`config.mk`:
```
export PLATFORM = sky130hd
export DESIGN_NAME = tcwc_channel
export DESIGN_NICKNAME = d
export VERILOG_FILES = /design/src/rtl/tcwc_pkg.sv /design/src/rtl/tcwc_channel.sv
export SDC_FILE = /design/constraint.sdc
export NUM_CORES = 1
export LEC_CHECK = 0
export ABC_AREA = 1
export BUFFER_PORTS_ARGS = -buffer_cell sky130_fd_sc_hd__buf_2
export CAP_MARGIN = 20
export CORE_UTILIZATION = 35
export DETAILED_ROUTE_END_ITERATION = 6
export HOLD_SLACK_MARGIN = 0.03
export PLACE_DENSITY = 0.53
export SLEW_MARGIN = 20
export SYNTH_ARGS = -nofsm -noshare
export SYNTH_HDL_FRONTEND = slang
export SYNTH_SLANG_ARGS = --single-unit
```
`constraint.sdc`:
```
create_clock -name CORE_CLK -period 2.6 [get_ports CORE_CLK]
set_input_delay 0.39 -clock CORE_CLK [delete_from_list [all_inputs] [get_ports CORE_CLK]]
set_output_delay 0.39 -clock CORE_CLK [all_outputs]
set_load 0.1 [all_outputs]
```
`src/rtl/tcwc_pkg.sv`:
```
// Constants, types and helpers for the timer capture/waveform channel
package tcwc_pkg;
  // Register byte offsets
  localparam logic [7:0] OFS_CCR = 8'h00;
  localparam logic [7:0] OFS_CMR = 8'h04;
  localparam logic [7:0] OFS_SMMR = 8'h08;
  localparam logic [7:0] OFS_RAB = 8'h0C;
  localparam logic [7:0] OFS_CV = 8'h10;
  localparam logic [7:0] OFS_CCA = 8'h14;
  localparam logic [7:0] OFS_CCB = 8'h18;
  localparam logic [7:0] OFS_PER = 8'h1C;
  localparam logic [7:0] OFS_SR = 8'h20;
  localparam logic [7:0] OFS_WPMR = 8'hE4;
  // Command bits of the control register
  localparam int CCR_CLKEN = 0;
  localparam int CCR_CLKDIS = 1;
  localparam int CCR_SWTRG = 2;
  // Mode register fields, shared positions
  localparam int CMR_WAVE = 15;
  localparam int CMR_EDGE2 = 8;
  // Capture layout
  localparam int CMR_LDBSTOP = 6;
  localparam int CMR_LDBDIS = 7;
  localparam int CMR_EXT_TRIGGER_INPUT_SEL = 10;
  localparam int CMR_CPCTRG = 14;
  localparam int CMR_LDA = 16;
  localparam int CMR_LDB = 18;
  localparam int CMR_SUB = 20;
  // Waveform layout
  localparam int CMR_PERIOD_MATCH_STOP = 6;
  localparam int CMR_PERIOD_MATCH_DISABLE = 7;
  localparam int CMR_EXT_EVENT_SOURCE = 10;
  localparam int CMR_EXT_EVENT_TRIGGER_ENABLE = 12;
  localparam int CMR_PROF = 13;
  localparam int CMR_ACPA = 16;
  localparam int CMR_ACPC = 18;
  localparam int CMR_AEEVT = 20;
  localparam int CMR_ASWTRG = 22;
  localparam int CMR_BCPB = 24;
  localparam int CMR_BCPC = 26;
  localparam int CMR_BEEVT = 28;
  localparam int CMR_BSWTRG = 30;
  // Stepper and protection bits
  localparam int SMMR_GRAY_COUNT_ENABLE = 0;
  localparam int SMMR_DOWN = 1;
  localparam int WPMR_WRITE_PROTECT_ENABLE = 0;
  // Status bits
  localparam int SR_COVFS = 0;
  localparam int SR_LOAD_OVERRUN_FLAG = 1;
  localparam int SR_LDRAS = 5;
  localparam int SR_LDRBS = 6;
  localparam int SR_CLKSTA = 16;
  // Reset values and limits
  localparam logic [31:0] RST_WORD = 32'h0000_0000;
  localparam logic [15:0] RST_HALF = 16'h0000;
  localparam logic [15:0] CNT_MAX = 16'hFFFF;
  localparam logic [15:0] CNT_ONE = 16'h0001;
  localparam logic [3:0] SUB_ZERO = 4'h0;
  localparam logic [3:0] SUB_ONE = 4'h1;
  localparam logic [1:0] GRAY_ONE = 2'h1;

  // Counting direction, one-hot
  typedef enum logic [1:0] {
    TCWC_DIR_UP = 2'b01,
    TCWC_DIR_DN = 2'b10
  } tcwc_dir_t;

  // Edge pair of one synchronised line
  typedef struct packed {
    logic rise;
    logic fall;
  } tcwc_edge_t;

  // Edge field: 1 rising, 2 falling, 3 both, 0 none
  function automatic logic tcwc_edge_hit(input logic [1:0] sel,
                                         input tcwc_edge_t e);
    tcwc_edge_hit = (sel[0] & e.rise) | (sel[1] & e.fall);
  endfunction

  // Output action: 1 set, 2 clear, 3 toggle, 0 hold
  function automatic logic tcwc_act(input logic cur, input logic ev,
                                    input logic [1:0] code);
    tcwc_act = cur;
    if (ev) begin
      case (code)
        2'd1: tcwc_act = 1'b1;
        2'd2: tcwc_act = 1'b0;
        2'd3: tcwc_act = ~cur;
        default: tcwc_act = cur;
      endcase
    end
  endfunction

  // Byte-enable merge of a write into an old word
  function automatic logic [31:0] tcwc_merge(input logic [31:0] old,
                                             input logic [31:0] wd,
                                             input logic [3:0] be);
    tcwc_merge = old;
    for (int i = 0; i < 4; i++) begin
      if (be[i]) tcwc_merge[i*8 +: 8] = wd[i*8 +: 8];
    end
  endfunction
endpackage

```
`src/rtl/tcwc_channel.sv`:
```
// One 16-bit timer channel: capture, waveform, stepper, Avalon slave
`timescale 1ns/1ns
`default_nettype none
// What this block does
// - Mode bit picks capture or waveform
// - Chosen line A edge loads capture A/B
// - Subsample loads to 1,2,4,8,16 edges
// - A loads first or after B
// - B loads only after A
// - Reload before read flags overrun, overwrites
// - Combined read-out, DMA request per load
// - DMA path only reads from timer
// - Capture trigger picks line, edge, none
// - A, B, C compare in waveform mode
// - Profile 00 free-runs, wraps, retriggers
// - Profile 10 wraps at period compare
// - Profile 01 up/down full, trigger reverses
// - Profile 11 up/down to period, reverses
// - Period match stops or disables clock
// - Event on clocks or line B, edge
// - Event on line B frees it, mutes B
// - Event triggers only when enabled
// - Sync, software, period match trigger
// - Events set/clear/toggle lines
// - Gray stepper on both lines
// - Write protection blocks config writes
// - Trigger acts at next counter tick
module tcwc_channel
  import tcwc_pkg::*;
(
  input wire logic CORE_CLK,
  input wire logic RESET,
  input wire logic [7:0] AVS_ADDRESS,
  input wire logic AVS_READ,
  input wire logic AVS_WRITE,
  input wire logic [31:0] AVS_WRITEDATA,
  input wire logic [3:0] AVS_BYTEENABLE,
  output logic [31:0] AVS_READDATA,
  output logic AVS_WAITREQUEST,
  input wire logic CNT_TICK,
  input wire logic SYNC_IN,
  input wire logic CH0_CLK_ON,
  input wire logic CHANNEL_IO_A_IN,
  output logic CHANNEL_IO_A_OUT,
  output logic CHANNEL_IO_A_OE,
  input wire logic CHANNEL_IO_B_IN,
  output logic CHANNEL_IO_B_OUT,
  output logic CHANNEL_IO_B_OE,
  input wire logic EXTERNAL_CLOCK_0,
  input wire logic EXTERNAL_CLOCK_1,
  input wire logic EXTERNAL_CLOCK_2,
  output logic DMA_REQ
);
  // Pin synchronisers: stage 1, stage 2, delayed copy for edges
  logic [4:0] pin_s1_r;
  logic [4:0] pin_s2_r;
  logic [4:0] pin_s3_r;
  // Bus handshake
  logic wait_r;
  logic [31:0] rdata_r;
  logic [31:0] rd_mux;
  // Software state
  logic [31:0] channel_mode_register_r;
  logic [1:0] stepper_mode_register_r;
  logic write_protect_enable_r;
  logic [15:0] capture_compare_a_r;
  logic [15:0] capture_compare_b_r;
  logic [15:0] period_compare_r;
  // Counter state
  logic [15:0] counter_value_r;
  logic [15:0] counter_value_nxt;
  tcwc_dir_t dir_r;
  tcwc_dir_t dir_nxt;
  logic clk_en_r;
  logic clk_run_r;
  logic trig_pend_r;
  // Capture bookkeeping
  logic [3:0] sub_cnt_r;
  logic b_ok_r;
  logic unread_a_r;
  logic unread_b_r;
  logic a_older_r;
  // Status flags, sticky until the status read
  logic covf_r;
  logic load_overrun_flag_r;
  logic ldras_r;
  logic ldrbs_r;
  // Output side
  logic [1:0] gray_cnt_r;
  logic io_a_r;
  logic io_b_r;
  logic io_a_oe_r;
  logic io_b_oe_r;
  logic io_a_nxt;
  logic io_b_nxt;
  logic dma_r;
  logic covf_set;

  // Edge pairs from the synchronised pins
  tcwc_edge_t e_a, e_b, e_x0, e_x1, e_x2, e_sel;
  assign e_a = '{rise: pin_s2_r[0] & ~pin_s3_r[0],
                 fall: ~pin_s2_r[0] & pin_s3_r[0]};
  assign e_b = '{rise: pin_s2_r[1] & ~pin_s3_r[1],
                 fall: ~pin_s2_r[1] & pin_s3_r[1]};
  assign e_x0 = '{rise: pin_s2_r[2] & ~pin_s3_r[2],
                  fall: ~pin_s2_r[2] & pin_s3_r[2]};
  assign e_x1 = '{rise: pin_s2_r[3] & ~pin_s3_r[3],
                  fall: ~pin_s2_r[3] & pin_s3_r[3]};
  assign e_x2 = '{rise: pin_s2_r[4] & ~pin_s3_r[4],
                  fall: ~pin_s2_r[4] & pin_s3_r[4]};

  // Mode fields
  wire wave = channel_mode_register_r[CMR_WAVE];
  wire [1:0] edge2 = channel_mode_register_r[CMR_EDGE2 +: 2];
  wire [1:0] first_capture_edge = channel_mode_register_r[CMR_LDA +: 2];
  wire [1:0] second_capture_edge = channel_mode_register_r[CMR_LDB +: 2];
  wire [2:0] subsel = channel_mode_register_r[CMR_SUB +: 3];
  wire [1:0] ext_event_source = channel_mode_register_r[CMR_EXT_EVENT_SOURCE +: 2];
  wire [1:0] prof = channel_mode_register_r[CMR_PROF +: 2];
  wire gray_count_enable = wave & stepper_mode_register_r[SMMR_GRAY_COUNT_ENABLE];
  wire b_is_out = wave & (ext_event_source != 2'd0);

  // Bus decode: request taken at the edge where waitrequest is low
  wire wr = AVS_WRITE & ~wait_r;
  wire rd = AVS_READ & ~wait_r;
  wire sel_ccr = AVS_ADDRESS == OFS_CCR;
  wire sel_cmr = AVS_ADDRESS == OFS_CMR;
  wire sel_smmr = AVS_ADDRESS == OFS_SMMR;
  wire sel_rab = AVS_ADDRESS == OFS_RAB;
  wire sel_cca = AVS_ADDRESS == OFS_CCA;
  wire sel_ccb = AVS_ADDRESS == OFS_CCB;
  wire sel_per = AVS_ADDRESS == OFS_PER;
  wire sel_sr = AVS_ADDRESS == OFS_SR;
  wire sel_wpmr = AVS_ADDRESS == OFS_WPMR;
  wire wr_ok = wr & ~write_protect_enable_r;
  wire ccr_wr = wr & sel_ccr & AVS_BYTEENABLE[0];
  wire [31:0] wmerge_cmr = tcwc_merge(channel_mode_register_r,
                                      AVS_WRITEDATA, AVS_BYTEENABLE);
  wire [31:0] wmerge_a = tcwc_merge({16'h0000, capture_compare_a_r},
                                    AVS_WRITEDATA, AVS_BYTEENABLE);
  wire [31:0] wmerge_b = tcwc_merge({16'h0000, capture_compare_b_r},
                                    AVS_WRITEDATA, AVS_BYTEENABLE);
  wire [31:0] wmerge_c = tcwc_merge({16'h0000, period_compare_r},
                                    AVS_WRITEDATA, AVS_BYTEENABLE);

  // Read side effects
  wire rab_pick_a = unread_a_r & (~unread_b_r | a_older_r);
  wire rd_a = rd & (sel_cca | (sel_rab & rab_pick_a));
  wire rd_b = rd & (sel_ccb | (sel_rab & ~rab_pick_a));
  wire rd_sr = rd & sel_sr;

  // Counter stepping and compare matches
  wire cnt_step = CNT_TICK & clk_en_r & clk_run_r & ~trig_pend_r;
  wire cpa_ev = wave & cnt_step &
                (counter_value_r == capture_compare_a_r);
  wire cpb_ev = b_is_out & cnt_step &
                (counter_value_r == capture_compare_b_r);
  wire cpc_ev = cnt_step & (counter_value_r == period_compare_r);

  // External trigger and event selection
  assign e_sel = ~wave ? (channel_mode_register_r[CMR_EXT_TRIGGER_INPUT_SEL] ? e_a : e_b)
               : (ext_event_source == 2'd0) ? e_b
               : (ext_event_source == 2'd1) ? e_x0
               : (ext_event_source == 2'd2) ? e_x1 : e_x2;
  wire ext_hit = tcwc_edge_hit(edge2, e_sel);
  wire ext_event_source_ev = wave & ext_hit;
  wire ext_trig = ~wave ? ext_hit
                : (ext_hit & channel_mode_register_r[CMR_EXT_EVENT_TRIGGER_ENABLE]);
  wire swtrg = ccr_wr & AVS_WRITEDATA[CCR_SWTRG];
  // Period match trigger only in capture with its enable
  wire cap_pc_trig = ~wave & channel_mode_register_r[CMR_CPCTRG] & cpc_ev;
  wire trig_any = swtrg | SYNC_IN | ext_trig | cap_pc_trig;

  // Capture edges and subsampling
  wire ea = ~wave & tcwc_edge_hit(first_capture_edge, e_a);
  wire eb = ~wave & tcwc_edge_hit(second_capture_edge, e_a);
  wire [3:0] sub_mask = (subsel > 3'd4) ? 4'hF
                      : 4'((5'd1 << subsel) - 5'd1);
  wire sub_hit = (ea | eb) & (sub_cnt_r == sub_mask);
  wire load_a = ea & sub_hit & ~b_ok_r;
  wire load_b = eb & sub_hit & b_ok_r;
  wire stop_ev = (wave & cpc_ev & channel_mode_register_r[CMR_PERIOD_MATCH_STOP])
               | (load_b & channel_mode_register_r[CMR_LDBSTOP]);
  wire dis_ev = (wave & cpc_ev & channel_mode_register_r[CMR_PERIOD_MATCH_DISABLE])
              | (load_b & channel_mode_register_r[CMR_LDBDIS]);

  // Read data selection
  always_comb begin
    rd_mux = RST_WORD;
    if (sel_cmr) begin
      rd_mux = channel_mode_register_r;
    end else if (sel_smmr) begin
      rd_mux = {30'h0000_0000, stepper_mode_register_r};
    end else if (sel_rab) begin
      // Oldest unread capture value
      rd_mux = {16'h0000, rab_pick_a ? capture_compare_a_r
                                     : capture_compare_b_r};
    end else if (sel_cca) begin
      rd_mux = {16'h0000, capture_compare_a_r};
    end else if (sel_ccb) begin
      rd_mux = {16'h0000, capture_compare_b_r};
    end else if (sel_per) begin
      rd_mux = {16'h0000, period_compare_r};
    end else if (AVS_ADDRESS == OFS_CV) begin
      rd_mux = {16'h0000, counter_value_r};
    end else if (sel_sr) begin
      rd_mux[SR_COVFS] = covf_r;
      rd_mux[SR_LOAD_OVERRUN_FLAG] = load_overrun_flag_r;
      rd_mux[SR_LDRAS] = ldras_r;
      rd_mux[SR_LDRBS] = ldrbs_r;
      rd_mux[SR_CLKSTA] = clk_en_r;
    end else if (sel_wpmr) begin
      rd_mux[WPMR_WRITE_PROTECT_ENABLE] = write_protect_enable_r;
    end else begin
      // Control register and unmapped offsets read as zero
      rd_mux = RST_WORD;
    end
  end

  // Next counter value for all count profiles
  always_comb begin
    logic [15:0] top;
    top = (wave & prof[1]) ? period_compare_r : CNT_MAX;
    counter_value_nxt = counter_value_r;
    dir_nxt = dir_r;
    covf_set = 1'b0;
    if (CNT_TICK & trig_pend_r) begin
      // Pending trigger lands on this tick
      if (wave & prof[0]) begin
        dir_nxt = (dir_r == TCWC_DIR_UP) ? TCWC_DIR_DN
                                         : TCWC_DIR_UP;
      end else begin
        counter_value_nxt = RST_HALF;
      end
    end else if (cnt_step) begin
      if (~wave | ~prof[0]) begin
        // Up-only: wrap at the top
        covf_set = counter_value_r == CNT_MAX;
        counter_value_nxt = (counter_value_r == top) ? RST_HALF
                          : counter_value_r + CNT_ONE;
      end else if (dir_r == TCWC_DIR_UP) begin
        if (counter_value_r >= top) begin
          dir_nxt = TCWC_DIR_DN;
          counter_value_nxt = counter_value_r - CNT_ONE;
        end else begin
          counter_value_nxt = counter_value_r + CNT_ONE;
        end
      end else begin
        if (counter_value_r == RST_HALF) begin
          dir_nxt = TCWC_DIR_UP;
          counter_value_nxt = CNT_ONE;
        end else begin
          counter_value_nxt = counter_value_r - CNT_ONE;
        end
      end
    end
  end

  // Output controller; later lines win, software trigger highest
  always_comb begin
    logic [1:0] g;
    g = {gray_cnt_r[1], gray_cnt_r[1] ^ gray_cnt_r[0]};
    io_a_nxt = tcwc_act(io_a_r, cpa_ev,
                        channel_mode_register_r[CMR_ACPA +: 2]);
    io_a_nxt = tcwc_act(io_a_nxt, cpc_ev,
                        channel_mode_register_r[CMR_ACPC +: 2]);
    io_a_nxt = tcwc_act(io_a_nxt, ext_event_source_ev,
                        channel_mode_register_r[CMR_AEEVT +: 2]);
    io_a_nxt = tcwc_act(io_a_nxt, swtrg,
                        channel_mode_register_r[CMR_ASWTRG +: 2]);
    io_b_nxt = tcwc_act(io_b_r, cpb_ev,
                        channel_mode_register_r[CMR_BCPB +: 2]);
    io_b_nxt = tcwc_act(io_b_nxt, cpc_ev,
                        channel_mode_register_r[CMR_BCPC +: 2]);
    io_b_nxt = tcwc_act(io_b_nxt, ext_event_source_ev,
                        channel_mode_register_r[CMR_BEEVT +: 2]);
    io_b_nxt = tcwc_act(io_b_nxt, swtrg,
                        channel_mode_register_r[CMR_BSWTRG +: 2]);
    if (~wave) begin
      // Capture mode: lines are inputs only
      io_a_nxt = 1'b0;
      io_b_nxt = 1'b0;
    end else if (gray_count_enable) begin
      io_a_nxt = g[0];
      io_b_nxt = g[1];
    end else if (~b_is_out) begin
      io_b_nxt = 1'b0;
    end
  end

  // Pin synchronisers; stage 1 feeds stage 2 only
  always_ff @(posedge CORE_CLK) begin
    pin_s1_r <= {EXTERNAL_CLOCK_2, EXTERNAL_CLOCK_1, EXTERNAL_CLOCK_0,
                 CHANNEL_IO_B_IN, CHANNEL_IO_A_IN};
    pin_s2_r <= pin_s1_r;
    pin_s3_r <= pin_s2_r;
  end

  // Bus slave: one wait state, data registered for the ready edge
  always_ff @(posedge CORE_CLK) begin
    if (RESET) begin
      wait_r <= 1'b1;
      rdata_r <= RST_WORD;
    end else begin
      wait_r <= ~((AVS_READ | AVS_WRITE) & wait_r);
      if (AVS_READ & wait_r) rdata_r <= rd_mux;
    end
  end

  // Configuration registers, all but the protection register blocked while protected
  always_ff @(posedge CORE_CLK) begin
    if (RESET) begin
      channel_mode_register_r <= RST_WORD;
      stepper_mode_register_r <= 2'b00;
      write_protect_enable_r <= 1'b0;
      period_compare_r <= RST_HALF;
    end else begin
      if (wr_ok & sel_cmr) channel_mode_register_r <= wmerge_cmr;
      if (wr_ok & sel_smmr & AVS_BYTEENABLE[0]) begin
        stepper_mode_register_r <= AVS_WRITEDATA[1:0];
      end
      if (wr_ok & sel_per) period_compare_r <= wmerge_c[15:0];
      // Protection register needs channel 0's clock running
      if (wr & sel_wpmr & CH0_CLK_ON & AVS_BYTEENABLE[0]) begin
        write_protect_enable_r <= AVS_WRITEDATA[WPMR_WRITE_PROTECT_ENABLE];
      end
    end
  end

  // Capture/compare A and B: captured, or written in waveform mode
  always_ff @(posedge CORE_CLK) begin
    if (RESET) begin
      capture_compare_a_r <= RST_HALF;
      capture_compare_b_r <= RST_HALF;
    end else begin
      if (load_a) begin
        capture_compare_a_r <= counter_value_r;
      end else if (wr_ok & wave & sel_cca) begin
        capture_compare_a_r <= wmerge_a[15:0];
      end
      if (load_b) begin
        capture_compare_b_r <= counter_value_r;
      end else if (wr_ok & wave & sel_ccb) begin
        capture_compare_b_r <= wmerge_b[15:0];
      end
    end
  end

  // Load ordering, unread tracking and subsample count
  always_ff @(posedge CORE_CLK) begin
    if (RESET) begin
      sub_cnt_r <= SUB_ZERO;
      b_ok_r <= 1'b0;
      unread_a_r <= 1'b0;
      unread_b_r <= 1'b0;
      a_older_r <= 1'b0;
      dma_r <= 1'b0;
    end else begin
      if (trig_any) sub_cnt_r <= SUB_ZERO;
      else if (ea | eb) sub_cnt_r <= sub_hit ? SUB_ZERO
                                             : sub_cnt_r + SUB_ONE;
      // A load arms B; B load re-arms A; a trigger restarts at A
      if (load_a) b_ok_r <= 1'b1;
      else if (load_b | trig_any) b_ok_r <= 1'b0;
      // A new load beats a read in the same cycle
      unread_a_r <= load_a | (unread_a_r & ~rd_a);
      unread_b_r <= load_b | (unread_b_r & ~rd_b);
      if (load_a) a_older_r <= ~unread_b_r;
      else if (load_b) a_older_r <= unread_a_r;
      // Request only toward memory: a read of the combined value
      dma_r <= load_a | load_b;
    end
  end

  // Status flags; hardware set wins over the clearing read
  always_ff @(posedge CORE_CLK) begin
    if (RESET) begin
      covf_r <= 1'b0;
      load_overrun_flag_r <= 1'b0;
      ldras_r <= 1'b0;
      ldrbs_r <= 1'b0;
    end else begin
      covf_r <= covf_set | (covf_r & ~rd_sr);
      load_overrun_flag_r <= (load_a & unread_a_r) | (load_b & unread_b_r)
                           | (load_overrun_flag_r & ~rd_sr);
      ldras_r <= load_a | (ldras_r & ~rd_sr);
      ldrbs_r <= load_b | (ldrbs_r & ~rd_sr);
    end
  end

  // Counter, direction and clock enable/start control
  always_ff @(posedge CORE_CLK) begin
    if (RESET) begin
      counter_value_r <= RST_HALF;
      dir_r <= TCWC_DIR_UP;
      clk_en_r <= 1'b0;
      clk_run_r <= 1'b0;
      trig_pend_r <= 1'b0;
    end else begin
      counter_value_r <= counter_value_nxt;
      dir_r <= dir_nxt;
      // Trigger waits for the next counter tick
      if (trig_any) trig_pend_r <= 1'b1;
      else if (CNT_TICK) trig_pend_r <= 1'b0;
      if (CNT_TICK & trig_pend_r & clk_en_r) clk_run_r <= 1'b1;
      else if (stop_ev) clk_run_r <= 1'b0;
      // Software disable beats enable; both beat hardware disable
      if (ccr_wr & AVS_WRITEDATA[CCR_CLKDIS]) clk_en_r <= 1'b0;
      else if (ccr_wr & AVS_WRITEDATA[CCR_CLKEN]) clk_en_r <= 1'b1;
      else if (dis_ev) clk_en_r <= 1'b0;
    end
  end

  // Waveform lines and stepper phase
  always_ff @(posedge CORE_CLK) begin
    if (RESET) begin
      gray_cnt_r <= 2'b00;
      io_a_r <= 1'b0;
      io_b_r <= 1'b0;
      io_a_oe_r <= 1'b0;
      io_b_oe_r <= 1'b0;
    end else begin
      // One Gray step per period match
      if (gray_count_enable & cpc_ev) begin
        gray_cnt_r <= stepper_mode_register_r[SMMR_DOWN]
                    ? gray_cnt_r - GRAY_ONE : gray_cnt_r + GRAY_ONE;
      end
      io_a_r <= io_a_nxt;
      io_b_r <= io_b_nxt;
      io_a_oe_r <= wave;
      io_b_oe_r <= b_is_out;
    end
  end

  // Ports straight from flip-flops
  assign AVS_READDATA = rdata_r;
  assign AVS_WAITREQUEST = wait_r;
  assign CHANNEL_IO_A_OUT = io_a_r;
  assign CHANNEL_IO_A_OE = io_a_oe_r;
  assign CHANNEL_IO_B_OUT = io_b_r;
  assign CHANNEL_IO_B_OE = io_b_oe_r;
  assign DMA_REQ = dma_r;
endmodule // tcwc_channel
`default_nettype wire

```
==> metrics <==
Seq/Total Area, Yosys=34.45%; Async SR Flop Fraction=0%; Yosys top cell by area=dfxtp_1; Clk Latency, worst-skew pair=440 ps; R2R Setup Slk=250 ps; flops & latches, synth=171; die area=29070 µm²; Clock Skews=12.96 ps; Mapped Nets=1556; Via Count=10360; DRC=6; Max Cap Violations=0; # IOs=94; post-detail-place hpwl=26920 µm; clock sinks=171; Rel. slew slack=60.82%; Hold Path Class=input port to flop; Worst Path Required=2980 ps; endpoints failing setup=0; Cells after Synth=1480; htree depth=4; initial DRC count=848; R2R depth=11; RePlAce Congestion=0.9054; post-synthesis compound-gate area fraction=22.37%; vias in the first global route=9484; Max Slew Vio Count=0; min cycle time layout=2352 ps; Max VDD drop=0.3425 mV; WL final=35440 µm; Mapped Avg Cell Area=6.715 µm²; CTS clock-pin slew for the worst setup and hold paths=80 ps; All-Layer GR Usage=24.63%; ANT cells=0; hold path cells=2; worst hold margin=179.9 ps; failing checks=DRC; global route total overflow=0; RSZ-0062 raised after global routing=no; top_reg_cell synth=dfxtp_1; global-route wire length before repair=54810 µm; first-pass iteration count of the detailed router=7; Post-synth EDFFs=0; Avg WL per Cell=17.92 µm; Final Worst Setup Slack=247.7 ps; core box area=27860 µm²; min-delay src=AVS_READ; largest family of logic cells by synthesized area=simple AND/OR/NAND/NOR gates; Yosys cell types=49; Area Growth Syn to Fin=17.68%; share of the synthesized area in the top cell type=34.45%; power per cell area=508.5 nW/µm²; Worst R2R Start=counter_value_r[1]$_SDFFE_PP0P_; initial antenna violation count=0; Vert. Die Dim=170.5 µm; clk buf depth=2; Final period util=90.47%; Post-CTS Setup Bufs=0; TritonCTS Buffers=17; Hold Violations, Final=0; Hold EP=AVS_WAITREQUEST$_SDFF_PP1_; share of layout cells above drive strength 1=16.14%; pre-CTS setup slack=142.6 ps; mux contribution to synthesized area=0%; Max FO, Critical Path=8; Setup crit end kind=flop; Arr. time, crit path=2730 ps; nets=1662; Initial Utilization=35.67%; largest net degree at the start of global routing=54; Setup TNS=0 ps; CTS tree=built; PortBufs=93; post-synthesis simple-gate area fraction=27.37%; root buffer cell=clkbuf_16; mapped cell area=9938 µm²; Synth Area in XOR/XNOR=4.318%; Synthesis Warnings=0; R2R Path End=counter_value_r[9]$_SDFFE_PP0P_; status=complete, but fails checks; die width=170.5 µm; antenna-violating nets left=0; CP Class=flop to flop; fmax=0.4251 GHz; CP Launch Type=flop; adder-cell share of the synthesized area=2.518%; Synth area leaders=dfxtp_1 34%, nand2_1 12%, a21oi_1 8.6%; Core Rows=61; worst slew pin tran=587.7 ps; Via density=5.240; leakage dissipation=5.040 nW
==> repair_timing <==
| action | 4_1_cts | 5_1_grt |
|---|---|---|
| hold endpoints to repair | 3 | 2 |
| hold buffers | 3 | 2 |
| endpoints found under the setup margin | 0 | 13 |
| gates resized for setup | 0 | 3 |
==> cell type report <==
cell class,instances,area [µm²]
Clock buffer,17,425.4
Clock inverter,15,211.5
Fill cell,3004,16160
Inverter,137,519.2
Multi-Input combinational cell,1098,5628
Sequential cell,171,3425
Tap cell,378,473.0
Timing Repair Buffer,161,1013
==> layer usage <==
layer	track usage [%]	part of all wire, %	vias up
met4	5.719	1.4	0
met3	3.238	6.3	29
met1	35.99	48	4800
met5	0	0	-
met2	38.03	44	383
li1	-	-	5148
==> report_power, final <==
part           switching, mW  total (mW)  leakage [nW]  internal, mW
registers             0.0221        2.69          1.39          2.66
logic                  0.432       0.541          3.35         0.109
clock network           1.38        2.72         0.304          1.34
==> through the flow <==
step / std cells / total power, mW / cell area, µm² / util, %
2_1_floorplan: 1480 / 3.115 / 9941 / -
3_3_place_gp: 1940 / 3.280 / 11000 / 39.49
3_5_place_dp: 1940 / 3.281 / 11000 / 39.49
4_1_cts: 1975 / 5.986 / 11670 / 41.89
5_1_grt: 1977 / 6.132 / 11700 / 41.98
6_report: 1977 / 5.947 / 11700 / 41.98
==> cell usage after synthesis (6+ instances only) <==
| library cell | number |
|---|---|
| nor2_4 | 7 |
| inv_1 | 113 |
| nor3_2 | 6 |
| nand2_1 | 322 |
| nor2_1 | 143 |
| a21oi_1 | 171 |
| clkbuf_1 | 35 |
| dfxtp_1 | 171 |
| o21ai_1 | 40 |
| nand2_2 | 6 |
| nor4_1 | 7 |
| nor3_1 | 13 |
| nand3b_1 | 6 |
| buf_4 | 9 |
| nand3_1 | 66 |
| nand4_1 | 17 |
| ha_1 | 20 |
| o21ai_0 | 146 |
| inv_2 | 21 |
| xnor2_1 | 9 |
| o211ai_1 | 16 |
| buf_2 | 25 |
| a221oi_1 | 10 |
| nor2_2 | 12 |
| xor2_1 | 40 |
==> critical path, stage by stage, from the launching register on <==
cell and delay [ps]:
dfxtp_1 600, inv_2 210, ha_1 240, inv_1 80
nor4_1 50, nand3b_1 160, nor2_1 80, nor2_1 340
inv_2 150, a31oi_1 170, o21ai_1 80, a21oi_1 110
==> worst max-delay path by stage <==
stage	from	end	slack (ps)	depth (start not counted)
final	counter_value_r[1]$_SDFFE_PP0P_	counter_value_r[9]$_SDFFE_PP0P_	250	11
after global routing	channel_mode_register_r[15]$_SDFFE_PP0P_	counter_value_r[12]$_SDFFE_PP0P_	20	16
after CTS	channel_mode_register_r[14]$_SDFFE_PP0P_	counter_value_r[14]$_SDFFE_PP0P_	130	16
after detailed placement	channel_mode_register_r[14]$_SDFFE_PP0P_	counter_value_r[4]$_SDFFE_PP0P_	140	16
after global placement	channel_mode_register_r[15]$_SDFFE_PP0P_	counter_value_r[4]$_SDFFE_PP0P_	250	15
after floorplan	channel_mode_register_r[15]$_SDFFE_PP0P_	counter_value_r[6]$_SDFFE_PP0P_	20	16
==> cells in the final DEF (no fill, tap or decap), types with 3 or more instances in the layout <==
cell,n
o22ai_1,5
nand3b_1,6
nand3_1,66
a211oi_1,4
inv_1,112
nor4_1,7
nor2_2,13
nor2_1,142
buf_2,93
nand2_1,321
o211ai_1,16
o2111ai_1,5
nor3_1,13
inv_12,3
buf_4,61
o21ai_1,40
clkinv_8,7
nand3_2,3
clkbuf_16,17
dfxtp_1,170
nor3_2,6
xor2_1,40
a22oi_1,3
nor2_4,7
a21oi_1,171
a221oi_1,10
ha_1,20
nand4_1,17
o221ai_1,3
nand2_2,7
o21ai_0,146
xnor2_1,9
dlygate4sd3_1,5
inv_2,22
==> registers in the layout (all words and copies together), names as in the netlist, 2 cells and up <==
register                 cells
pin_s1_r                     5
pin_s2_r                     5
sub_cnt_r                    4
period_compare_r            16
capture_compare_b_r         16
dir_r                        2
gray_cnt_r                   2
stepper_mode_register_r      2
channel_mode_register_r     32
counter_value_r             16
AVS_READDATA                32
capture_compare_a_r         16
pin_s3_r                     5
==> cells by family (layout without fill, tap and decap cells) <==
kind of cell	after synthesis	count (layout)
simple gates	618	618
compound gates	411	411
buf+inv	211	330
flops	171	171
xor+xnor	49	49
fa+ha+maj	20	20
Power figures use the tool's default switching activity.
